## src/pkg/eqoc_params.svh

```systemverilog
// eqoc constants: register offsets, field positions, strap codes and timings
`ifndef EQOC_PARAMS_SVH
`define EQOC_PARAMS_SVH

`define EQOC_OFS_SWING0 8'h30
`define EQOC_OFS_DEEMP0 8'h31
`define EQOC_OFS_SWING1 8'h32
`define EQOC_OFS_DEEMP1 8'h33
`define EQOC_OFS_ROUTE 8'h40
`define EQOC_SWING_OVR_BIT 5
`define EQOC_DEEMP_OVR_BIT 6
`define EQOC_ROUTE_OVR_BIT 7
`define EQOC_ROUTE_DUAL_BIT 0
`define EQOC_ROUTE_BYP_OVR_BIT 6
`define EQOC_ROUTE_BYP_BIT 1
`define EQOC_ROUTE_SPLIT_BIT 2
`define EQOC_REG_RESET 8'h00
`define EQOC_CODE_H 3'h0
`define EQOC_CODE_F 3'h2
`define EQOC_CODE_R 3'h3
`define EQOC_CODE_L 3'h5
// strap thresholds as fractions of the io supply on an 8-bit sampled scale; equal goes up
`define EQOC_THR_LR 8'h33
`define EQOC_THR_RF 8'h80
`define EQOC_THR_FH 8'hcc
`define EQOC_ADAPT_MS 5
`define EQOC_CLK_MHZ 200

`endif

```

## src/pkg/eqoc_pkg.sv

```systemverilog
// eqoc types: strap levels, carrier states and grouped output controls
package eqoc_pkg;
    typedef enum logic [1:0] {
        EQOC_LVL_L = 2'b00,
        EQOC_LVL_R = 2'b01,
        EQOC_LVL_F = 2'b10,
        EQOC_LVL_H = 2'b11
    } eqoc_level_e;

    typedef enum logic [1:0] {
        EQOC_CD_SAVE = 2'b00,
        EQOC_CD_ADAPT = 2'b01,
        EQOC_CD_LOCK = 2'b10
    } eqoc_cd_e;

    typedef struct packed {
        logic [2:0] swing;
        logic [2:0] deemp;
        logic enable;
    } eqoc_drv_s;

    typedef struct packed {
        logic eq_power;
        logic bypass;
        logic split_mode;
        logic boost_auto;
    } eqoc_path_s;
endpackage

```

## src/core/eqoc_level_dec.sv

```systemverilog
// eqoc four-level strap decoder for one configuration pin
`timescale 1ns/1ps
`default_nettype none
`include "eqoc_params.svh"
module eqoc_level_dec (
    input wire logic [7:0] pin_level_i,
    input wire logic pin_open_i,
    output eqoc_pkg::eqoc_level_e level_o
);
    // threshold compare; open pin biases to F
    always_comb begin
        // [RL2] open means F
        if (pin_open_i) begin
            level_o = eqoc_pkg::EQOC_LVL_F;
        // [RL1] three thresholds
        end else if (pin_level_i < `EQOC_THR_LR) begin
            level_o = eqoc_pkg::EQOC_LVL_L;
        end else if (pin_level_i < `EQOC_THR_RF) begin
            level_o = eqoc_pkg::EQOC_LVL_R;
        end else if (pin_level_i < `EQOC_THR_FH) begin
            level_o = eqoc_pkg::EQOC_LVL_F;
        end else begin
            level_o = eqoc_pkg::EQOC_LVL_H;
        end
    end
endmodule
`default_nettype wire

```

## src/core/eqoc_drv_sel.sv

```systemverilog
// eqoc per-output swing and de-emphasis selection, strap or override
`timescale 1ns/1ps
`default_nettype none
`include "eqoc_params.svh"
module eqoc_drv_sel (
    input wire logic [2:0] strap_code_i,
    input wire logic [7:0] swing_reg_i,
    input wire logic [7:0] deemp_reg_i,
    input wire logic enable_i,
    output eqoc_pkg::eqoc_drv_s drv_o
);
    // override only while its enable bit stands, full 0..7 range
    always_comb begin
        drv_o.enable = enable_i;
        // [RL11] swing override field
        // [RL15] fall back when cleared
        drv_o.swing = swing_reg_i[`EQOC_SWING_OVR_BIT] ? swing_reg_i[2:0] : strap_code_i;
        // [RL13] codes up to seven
        drv_o.deemp = deemp_reg_i[`EQOC_DEEMP_OVR_BIT] ? deemp_reg_i[2:0] : strap_code_i;
    end
endmodule
`default_nettype wire

```

## src/core/eqoc_top.sv

```systemverilog
// eqoc output control: straps, carrier detect, routing and driver levels
// Notes on behaviour
// [RL1] each strap resolves to L, R, F or H at 0.2/0.5/0.8 supply
// [RL2] an unconnected strap reads as level F
// [RL3] carrier above threshold starts adaptation; indicator low after adaptation
// [RL4] no carrier: equalizer powered down, indicator high
// [RL5] power save entered without input, left when signal returns
// [RL6] equalization boost chosen automatically from signal quality
// [RL7] routing H feeds both outputs, F only the first; R, L reserved
// [RL8] routing strap is default; override bits take precedence
// [RL9] source strap H bypasses equalizer, F equalized; overrides supersede
// [RL10] drive strap sets both outputs; registers set each independently
// [RL11] override enables at 0x30/0x32 bit5 and 0x31/0x33 bit6, code 2:0
// [RL12] drive strap H=0, F=2, R=3, L=5 for swing and de-emphasis
// [RL13] code fields accept values up to seven
// [RL14] controller enables splitter mode for half-amplitude input; here split_mode is set only by route register bit 2
// [RL15] straps decoded once after reset; overrides live while enabled
`timescale 1ns/1ps
`default_nettype none
`include "eqoc_params.svh"
module eqoc_top #(
    parameter int ADAPT_CYCLES = `EQOC_ADAPT_MS * 1000 * `EQOC_CLK_MHZ
) (
    input wire logic mclk_i,
    input wire logic rstn_i,
    input wire logic [7:0] route_pin_i,
    input wire logic route_open_i,
    input wire logic [7:0] source_pin_i,
    input wire logic source_open_i,
    input wire logic [7:0] drive_level_strap_i,
    input wire logic drive_level_open_i,
    input wire logic carrier_above_i,
    input wire logic reg_wr_i,
    input wire logic [7:0] reg_addr_i,
    input wire logic [7:0] reg_wdata_i,
    output logic [7:0] reg_rdata_o,
    output logic carrier_indicator_n_o,
    output logic power_save_o,
    output eqoc_pkg::eqoc_path_s path_o,
    output eqoc_pkg::eqoc_drv_s first_output_o,
    output eqoc_pkg::eqoc_drv_s second_output_o
);
    // decoded strap levels, live and latched
    eqoc_pkg::eqoc_level_e route_lvl;
    eqoc_pkg::eqoc_level_e source_lvl;
    eqoc_pkg::eqoc_level_e drive_lvl;
    eqoc_pkg::eqoc_level_e route_q, route_d;
    eqoc_pkg::eqoc_level_e source_q, source_d;
    eqoc_pkg::eqoc_level_e drive_q, drive_d;
    logic latched_q, latched_d;
    // register file bytes and read path
    logic [7:0] sw0_q, sw0_d;
    logic [7:0] de0_q, de0_d;
    logic [7:0] sw1_q, sw1_d;
    logic [7:0] de1_q, de1_d;
    logic [7:0] rt_q, rt_d;
    logic [7:0] rdata_d;
    logic [7:0] status_byte;
    // carrier detect state and adaptation timer
    eqoc_pkg::eqoc_cd_e cd_q, cd_d;
    logic [31:0] cnt_q, cnt_d;
    logic adapt_done;
    // shared strap code, routing and driver selections
    logic [2:0] strap_code;
    logic dual_en;
    logic bypass_sel;
    eqoc_pkg::eqoc_drv_s drv0, drv1;
    eqoc_pkg::eqoc_drv_s first_output_d, second_output_d;
    eqoc_pkg::eqoc_path_s path_d, path_q;

    // one decoder per strap pin, all on the same thresholds
    eqoc_level_dec u_route (
        .pin_level_i(route_pin_i),
        .pin_open_i(route_open_i),
        .level_o(route_lvl)
    );
    eqoc_level_dec u_source (
        .pin_level_i(source_pin_i),
        .pin_open_i(source_open_i),
        .level_o(source_lvl)
    );
    eqoc_level_dec u_drive (
        .pin_level_i(drive_level_strap_i),
        .pin_open_i(drive_level_open_i),
        .level_o(drive_lvl)
    );

    // straps captured on the first clock after reset release, then frozen
    always_comb begin
        route_d = route_q;
        source_d = source_q;
        drive_d = drive_q;
        latched_d = 1'b1;
        // [RL15] decode once after reset
        if (!latched_q) begin
            route_d = route_lvl;
            source_d = source_lvl;
            drive_d = drive_lvl;
        end
    end

    // latched strap levels and the one-shot capture flag
    always_ff @(posedge mclk_i or negedge rstn_i) begin
        if (!rstn_i) begin
            route_q <= eqoc_pkg::EQOC_LVL_F;
            source_q <= eqoc_pkg::EQOC_LVL_F;
            drive_q <= eqoc_pkg::EQOC_LVL_F;
            latched_q <= 1'b0;
        end else begin
            route_q <= route_d;
            source_q <= source_d;
            drive_q <= drive_d;
            latched_q <= latched_d;
        end
    end

    // register file: writes store, reads show the stored byte except at the route offset
    always_comb begin
        sw0_d = sw0_q;
        de0_d = de0_q;
        sw1_d = sw1_q;
        de1_d = de1_q;
        rt_d = rt_q;
        if (reg_wr_i) begin
            // unmapped offsets fall to the default and are dropped
            unique case (reg_addr_i)
                `EQOC_OFS_SWING0: sw0_d = reg_wdata_i;
                `EQOC_OFS_DEEMP0: de0_d = reg_wdata_i;
                `EQOC_OFS_SWING1: sw1_d = reg_wdata_i;
                `EQOC_OFS_DEEMP1: de1_d = reg_wdata_i;
                `EQOC_OFS_ROUTE: rt_d = reg_wdata_i;
                default: ;
            endcase
        end
    end

    // route register read-back: control bits plus carrier and power state; bit 3 reads zero
    always_comb begin
        status_byte = {rt_q[7:6], ~carrier_indicator_n_o, power_save_o, 1'b0, rt_q[2:0]};
    end

    // read mux; unmapped offsets read zero so probing is harmless
    always_comb begin
        unique case (reg_addr_i)
            `EQOC_OFS_SWING0: rdata_d = sw0_q;
            `EQOC_OFS_DEEMP0: rdata_d = de0_q;
            `EQOC_OFS_SWING1: rdata_d = sw1_q;
            `EQOC_OFS_DEEMP1: rdata_d = de1_q;
            `EQOC_OFS_ROUTE: rdata_d = status_byte;
            default: rdata_d = 8'h00;
        endcase
    end

    // register file bytes
    always_ff @(posedge mclk_i or negedge rstn_i) begin
        if (!rstn_i) begin
            sw0_q <= `EQOC_REG_RESET;
            de0_q <= `EQOC_REG_RESET;
            sw1_q <= `EQOC_REG_RESET;
            de1_q <= `EQOC_REG_RESET;
            rt_q <= `EQOC_REG_RESET;
        end else begin
            sw0_q <= sw0_d;
            de0_q <= de0_d;
            sw1_q <= sw1_d;
            de1_q <= de1_d;
            rt_q <= rt_d;
        end
    end

    // read data one cycle after the address, from a flop
    always_ff @(posedge mclk_i or negedge rstn_i) begin
        if (!rstn_i) begin
            reg_rdata_o <= 8'h00;
        end else begin
            reg_rdata_o <= rdata_d;
        end
    end

    // adaptation ends after the full timer; 32 bits cover any sane clock rate
    assign adapt_done = (cnt_q >= 32'(ADAPT_CYCLES - 1));

    // carrier detect: save -> adapt -> lock; any carrier loss returns to save
    always_comb begin
        cd_d = cd_q;
        cnt_d = cnt_q;
        unique case (cd_q)
            eqoc_pkg::EQOC_CD_SAVE: begin
                cnt_d = 32'h0;
                // [RL5] leave power save
                if (carrier_above_i) begin
                    cd_d = eqoc_pkg::EQOC_CD_ADAPT;
                end
            end
            eqoc_pkg::EQOC_CD_ADAPT: begin
                // [RL3] adapt before indicating
                if (!carrier_above_i) begin
                    cd_d = eqoc_pkg::EQOC_CD_SAVE;
                end else if (adapt_done) begin
                    cd_d = eqoc_pkg::EQOC_CD_LOCK;
                end else begin
                    cnt_d = cnt_q + 32'h1;
                end
            end
            eqoc_pkg::EQOC_CD_LOCK: begin
                // [RL4] loss powers down
                if (!carrier_above_i) begin
                    cd_d = eqoc_pkg::EQOC_CD_SAVE;
                end
            end
            default: cd_d = eqoc_pkg::EQOC_CD_SAVE;
        endcase
    end

    // carrier state and adaptation timer
    always_ff @(posedge mclk_i or negedge rstn_i) begin
        if (!rstn_i) begin
            cd_q <= eqoc_pkg::EQOC_CD_SAVE;
            cnt_q <= 32'h0;
        end else begin
            cd_q <= cd_d;
            cnt_q <= cnt_d;
        end
    end

    // [RL3] indicator low only once locked
    assign carrier_indicator_n_o = (cd_q != eqoc_pkg::EQOC_CD_LOCK);
    // [RL5] power save without input
    assign power_save_o = (cd_q == eqoc_pkg::EQOC_CD_SAVE);

    // drive strap code shared by both outputs
    always_comb begin
        // [RL12] strap to code map
        unique case (drive_q)
            eqoc_pkg::EQOC_LVL_H: strap_code = `EQOC_CODE_H;
            eqoc_pkg::EQOC_LVL_F: strap_code = `EQOC_CODE_F;
            eqoc_pkg::EQOC_LVL_R: strap_code = `EQOC_CODE_R;
            eqoc_pkg::EQOC_LVL_L: strap_code = `EQOC_CODE_L;
        endcase
    end

    // routing and source: strap by default, register when its override is set;
    // reserved strap levels fall back to the single-output, equalized defaults
    always_comb begin
        // [RL8] override beats strap
        if (rt_q[`EQOC_ROUTE_OVR_BIT]) begin
            dual_en = rt_q[`EQOC_ROUTE_DUAL_BIT];
        end else begin
            // [RL7] H both, F first only
            dual_en = (route_q == eqoc_pkg::EQOC_LVL_H);
        end
    end

    // source select and path controls
    always_comb begin
        // [RL9] bypass select
        if (rt_q[`EQOC_ROUTE_BYP_OVR_BIT]) begin
            bypass_sel = rt_q[`EQOC_ROUTE_BYP_BIT];
        end else begin
            bypass_sel = (source_q == eqoc_pkg::EQOC_LVL_H);
        end
        // [RL4] equalizer off in save
        path_d.eq_power = (cd_q != eqoc_pkg::EQOC_CD_SAVE);
        path_d.bypass = bypass_sel;
        // [RL14] splitter mode by register
        path_d.split_mode = rt_q[`EQOC_ROUTE_SPLIT_BIT];
        // [RL6] boost loop always automatic
        path_d.boost_auto = 1'b1;
    end

    // [RL10] per-output drive selection
    eqoc_drv_sel u_drv0 (
        .strap_code_i(strap_code),
        .swing_reg_i(sw0_q),
        .deemp_reg_i(de0_q),
        .enable_i(1'b1),
        .drv_o(drv0)
    );
    // second output carries the routing enable
    eqoc_drv_sel u_drv1 (
        .strap_code_i(strap_code),
        .swing_reg_i(sw1_q),
        .deemp_reg_i(de1_q),
        .enable_i(dual_en),
        .drv_o(drv1)
    );

    // next driver controls, both outputs on the same registered timing
    always_comb begin
        first_output_d = drv0;
        second_output_d = drv1;
    end

    // registered data outputs keep glitches off the driver controls
    always_ff @(posedge mclk_i or negedge rstn_i) begin
        if (!rstn_i) begin
            path_q <= '0;
            first_output_o <= '0;
            second_output_o <= '0;
        end else begin
            path_q <= path_d;
            first_output_o <= first_output_d;
            second_output_o <= second_output_d;
        end
    end
    assign path_o = path_q;
endmodule
`default_nettype wire

```

## config.mk

```make
export PLATFORM = sky130hd
export DESIGN_NAME = eqoc_top
export DESIGN_NICKNAME = d
export VERILOG_FILES = /design/src/pkg/eqoc_pkg.sv /design/src/core/eqoc_level_dec.sv /design/src/core/eqoc_drv_sel.sv /design/src/core/eqoc_top.sv
export VERILOG_INCLUDE_DIRS = /design/src /design/src/pkg
export SDC_FILE = /design/constraint.sdc
export NUM_CORES = 1
export LEC_CHECK = 0
export BUFFER_PORTS_ARGS = -buffer_cell sky130_fd_sc_hd__buf_2
export CAP_MARGIN = 20
export CORE_UTILIZATION = 40
export DETAILED_ROUTE_END_ITERATION = 16
export GPL_TIMING_DRIVEN = 0
export HOLD_SLACK_MARGIN = 0.02
export PLACE_DENSITY_LB_ADDON = 0.15
export SETUP_SLACK_MARGIN = 0.5
export SYNTH_ARGS = -nofsm -noshare
export SYNTH_HDL_FRONTEND = slang
export SYNTH_SLANG_ARGS = --single-unit
export TNS_END_PERCENT = 30
```

## constraint.sdc

```tcl
create_clock -name mclk_i -period 3.2 [get_ports mclk_i]
set_input_delay 0.8 -clock mclk_i [delete_from_list [all_inputs] [get_ports mclk_i]]
set_output_delay 0.8 -clock mclk_i [all_outputs]
set_load 0.02 [all_outputs]
```

After elaboration in Yosys (flattened, before gate mapping):

Cells that the tools add are included.

* add/sub/neg operators: 1
* $lt $le $gt $ge: 10
* bitwise logic cells: 1
* multiplexer cells: 28
* reductions and logical operators: 11
* equal/unequal tests: 18

Operators by type and width (count)
* 2-to-1 mux 32 bit: 2
* one-hot mux 32 bit (2 select lines): 1
* < comparator 8 bit (second input constant): 6
* one-hot mux 8 bit (5 select lines): 1
* adder 32 x 1 -> 32 bit (second input constant): 1
* equality test 8 x 6 -> 1 bit (second input constant): 4
* >= comparator 32 x 20 -> 1 bit (second input constant): 1
* 2-to-1 mux 2 bit: 13
* < comparator 8 x 6 -> 1 bit (second input constant): 3
* 2-to-1 mux 3 bit: 4
* one-hot mux 3 bit (4 select lines): 1
* equality test 2 bit (second input constant): 5
* inequality test 2 bit (second input constant): 5
* AND reduction 2 bit: 5
* equality test 8 x 7 -> 1 bit (second input constant): 1
* one-hot mux 2 bit (3 select lines): 1
* AND reduction 3 bit: 2
* 2-to-1 mux 1 bit: 5
* equality test 2 x 1 -> 1 bit (second input constant): 2
* zero test 2 bit: 2
* nonzero test 2 bit: 2
* inequality test 3 bit (second input constant): 1
* NOT 1 bit: 1

* input port bits: 47
* output and inout bits: 28
* register bits after elaboration: 105

Longest topological paths before layout:

* depth in word-level cells: 5
* gate-level depth with buffers: 8

Cells and area by module:

From an unflattened synthesis, not the netlist that was laid out.

* cell total of the unflattened synthesis: 386
* area, all modules: 4608.2 um^2

Modules (own cells, without submodules)
* eqoc_top: area an instance 4315.4 um^2, times used 1, cells an instance 351
* eqoc_drv_sel: area an instance 75.1 um^2, times used 2, cells an instance 7
* eqoc_level_dec: area an instance 47.5 um^2, times used 3, cells an instance 7

Least setup slack after synthesis:

OpenSTA, ideal clock, no wires.

* path type: flip-flop to flip-flop
* from: register cnt_q[0]
* to: register cnt_q[14]
* setup slack: 720 ps
* cell stages (with the launch flop): 7
* arrival: 2362 ps
* required time: 3082 ps
* cells stage by stage: dfrtp_1 > ha_1 > and3_4 > a311o_2 > a2111oi_4 > mux2_4 > a21o_1

* longest elaborated chain between the ends: 4

Ends and longest elaborated chain
* start, declared: line eqoc_top.sv:61 `logic [31:0] cnt_q, cnt_d;`
* start signal, assigned: line eqoc_top.sv:222 `cnt_q <= cnt_d;`
* adder 32 x 1 -> 32 bit: line eqoc_top.sv:202 `cnt_d = cnt_q + 32'h1;`
* 2-to-1 mux 32 bit: line eqoc_top.sv:199 `end else if (adapt_done) begin`
* 2-to-1 mux 32 bit: line eqoc_top.sv:197 `if (!carrier_above_i) begin`
* one-hot mux 32 bit (2 select lines): line eqoc_top.sv:187 `unique case (cd_q)`

Parallel ways exist; a longest one is shown, timed or not. The select of a mux whose other input is x is not followed.
A chain may end at the register's enable or synchronous reset.

Final worst setup path:

* from: register cnt_q[0]
* to: register cnt_q[3]

The elaborated chain is that of the path after synthesis.

==> flow_metrics.tcl <==
set metrics [dict create \
    p_per_area_nw_per_um2 509 \
    start_util_pct 41.2 \
    fp.coreArea_sq_um 11500 \
    grt_max_degree 54 \
    maxCapViolCount 0 \
    cp-start-kind "flop" \
    cp-end-kind "flop" \
    drive_gt1_share_pct 33.5 \
    critPathKind "reg2reg" \
    worstPathRequired_ps 3430 \
    r2r_start "cnt_q[0]" \
    cts_buffers 9 \
    fp.dieW_um 111 \
    synth.avg_cell_area_sq_um 11.6 \
    synth_xor_area_share_pct 0 \
    whs_path_depth 0 \
    synth_top_area_cell "dfrtp_1" \
    finalNetCount 550 \
    critical_path.max_fanout 10 \
    synth_edf_count 0 \
    grt_overflow_total 0 \
    drt-initial-drc-count 233 \
    cts.clk_slew.worst_paths_ps 70 \
    ios 75 \
    worstMarginPinSlew_ps 915 \
    clockBufferDepth 2 \
    wirelength_um 10700 \
    root_buffer "clkbuf_16" \
    path_delay_family "compound AO/OA/AOI/OAI gates" \
    die_h_um 111 \
    hold_violations 0 \
    status "finished clean" \
    antenna_found_initial 0 \
    clock_latency_ps 350 \
    first_pass_iters 4 \
    vias 3532 \
    crit_slowest_cell "a2111oi_4" \
    setup_tns_ps 0 \
    p_total_uw 2890 \
    ys_ff_latch 102 \
    hold_end "path_o[1]" \
    synthAdderAreaFrac_pct 1.05 \
    rows 39 \
    cts_tree "built" \
    grt_setup_unrepaired "yes" \
    synthSimpleGateAreaFrac_pct 16.8 \
    synthArstFlopShare_pct 100 \
    placed_cells 628 \
    hpwlAfterDp_um 7660 \
    drv_slew 0 \
    gp_congestion 0.823 \
    htree_levels 3 \
    viasPerCell 5.46 \
    cts_sinks 102 \
    netlist.area_leader.share_pct 52.2 \
    crit_chain "ha_1 > and3_4 > a311o_2 > a2111oi_4 > nor2_2 > a211o_1" \
    grt_first_pass_wirelength_um 18100 \
    synthFlopType "dfrtp_1" \
    vdd_ir_drop_max_mv 0.337 \
    period_needed_ps 2680 \
    antenna_left 0 \
    rrSetupSlack_ps 520 \
    netlist_area_sq_um 4750 \
    muxShareOfSynthArea_pct 14.3 \
    max_stage_delay_ps 670 \
    synth_seq_area_share_pct 53.8 \
    worstHoldStart "rt_q[2]" \
    synth_area_leaders "dfrtp_1 (52%), mux2_2 (12%), nand2_1 (3.2%)" \
    synth_cells 410 \
    r2r_end "cnt_q[3]" \
    r2r_cells 6 \
    drc 0 \
    finalSetupViolations 0 \
    synth_top_family_by_area "simple AND/OR/NAND/NOR gates" \
    wl_per_cell_um 16.6 \
    die_area_sq_um 12300 \
    portBuffers 74 \
    arrival_ps 2920 \
    leakage_uw 0.00277 \
    yosysMostFrequentCell "dfrtp_1" \
    stdcell_count 647 \
    slew_headroom_pct 38.6 \
    synth.top_cells.by_count "dfrtp_1 (99), mux2_2 (49), nand2_1 (40), nand3_1 (23), o21ai_0 (16)" \
    hold_path.class "reg2reg" \
    synthesis.nets 461 \
    grt_pass1_vias 3629 \
    diodes 0 \
    fin_crit_sh_pct 83.9 \
    fmax_ghz 0.373 \
    worst-path-buf-inv 0 \
    synth_compound_area_share_pct 11.5 \
    syn2layout_area_growth_pct 19.5 \
    yosysWarnings 0 \
    grt_util_all_layers_pct 18.7 \
    ys_types 55 \
    fin_skew_ps 7.91 \
]
[kinds of logic (layout without fill, tap and decap cells)]
group                      count (synthesis)  after routing
DFF                                      102            102
and+or+nand+nor                          148            148
AOI/OAI and AO/OA                         74             74
other                                      1              1
buffers and inverters                     25            119
adders and majority gates                  4              4
muxes                                     56             56
[per-layer routing]
metal | share of wire, % | wire length (um) | GRT usage [%]
met2 | 51 | 5460 | 33.0
met5 | 0 | 0 | 0
met3 | 3.8 | 411 | 4.16
met1 | 44 | 4710 | 22.9
met4 | 1.5 | 159 | 5.48
[power by group]
part / switching (uW) / total, uW / internal [uW]
logic: 208 / 348 / 140
clock network: 521 / 1150 / 624
registers: 43.2 / 1400 / 1350
total: 772 / 2890 / 2120
[registers in the layout, indices dropped and copies added, names as in the netlist]
signal,flops
rt_q,5
cd_q,2
path_o,4
cnt_q,32
sw1_q,8
second_output_o,7
first_output_o,6
de0_q,8
route_q,2
de1_q,8
sw0_q,8
reg_rdata_o,8
drive_q,2
source_q,2
[what timing repair did]
action | in CTS | in global routing
buffers inserted | 3 | 0
endpoints found under the setup margin | 10 | 22
gates resized for setup | 1 | 1
pin swaps | 1 | 1
hold buffers | 0 | 0
[worst max path at each step]
stage | startpoint | endpoint | slack, ps | cells past startpoint
floorplan | cnt_q[0] | cnt_q[14] | 720 | 6
global placement | reg_addr_i[3] | de0_q[2] | 100 | 6
detailed placement | reg_addr_i[3] | de0_q[0] | 80 | 6
CTS | cnt_q[0] | cnt_q[3] | 460 | 6
global route | cnt_q[0] | cnt_q[3] | 380 | 6
finish | cnt_q[0] | cnt_q[3] | 520 | 6
[cells in the final DEF, fill, tap and decap left out, drive strengths merged, types with 8 or more instances in the layout]
master,count
a21oi,11
clkbuf,20
nor2,14
o21ai,16
a211oi,9
and3,14
nand3,23
nand2,40
nor4,9
inv,10
mux2,50
nand4,8
dfrtp,99
buf,84
nor3,11
[cell type report]
| class | instances | area [sq um] |
|---|---|---|
| tap | 143 | 179 |
| buffer | 17 | 88.8 |
| multi-input combinational | 283 | 2080 |
| inverter | 8 | 30.0 |
| timing repair buffer | 78 | 423 |
| clock inverter | 7 | 91.3 |
| fill | 1038 | 5840 |
| clock buffer | 9 | 225 |
| sequential | 102 | 2560 |
[per-stage QoR]
step,worst slack [ps],hold WS (ps),area (sq um),util (%)
after global routing,376,449,5670,49.3
after CTS,459,420,5670,49.3
after detailed placement,80.9,403,5330,46.3
after floorplan,720,371,4750,-
final,516,425,5670,49.3
after global placement,95.5,393,5300,46.0
No activity file was read; power rests on OpenSTA's default activity.
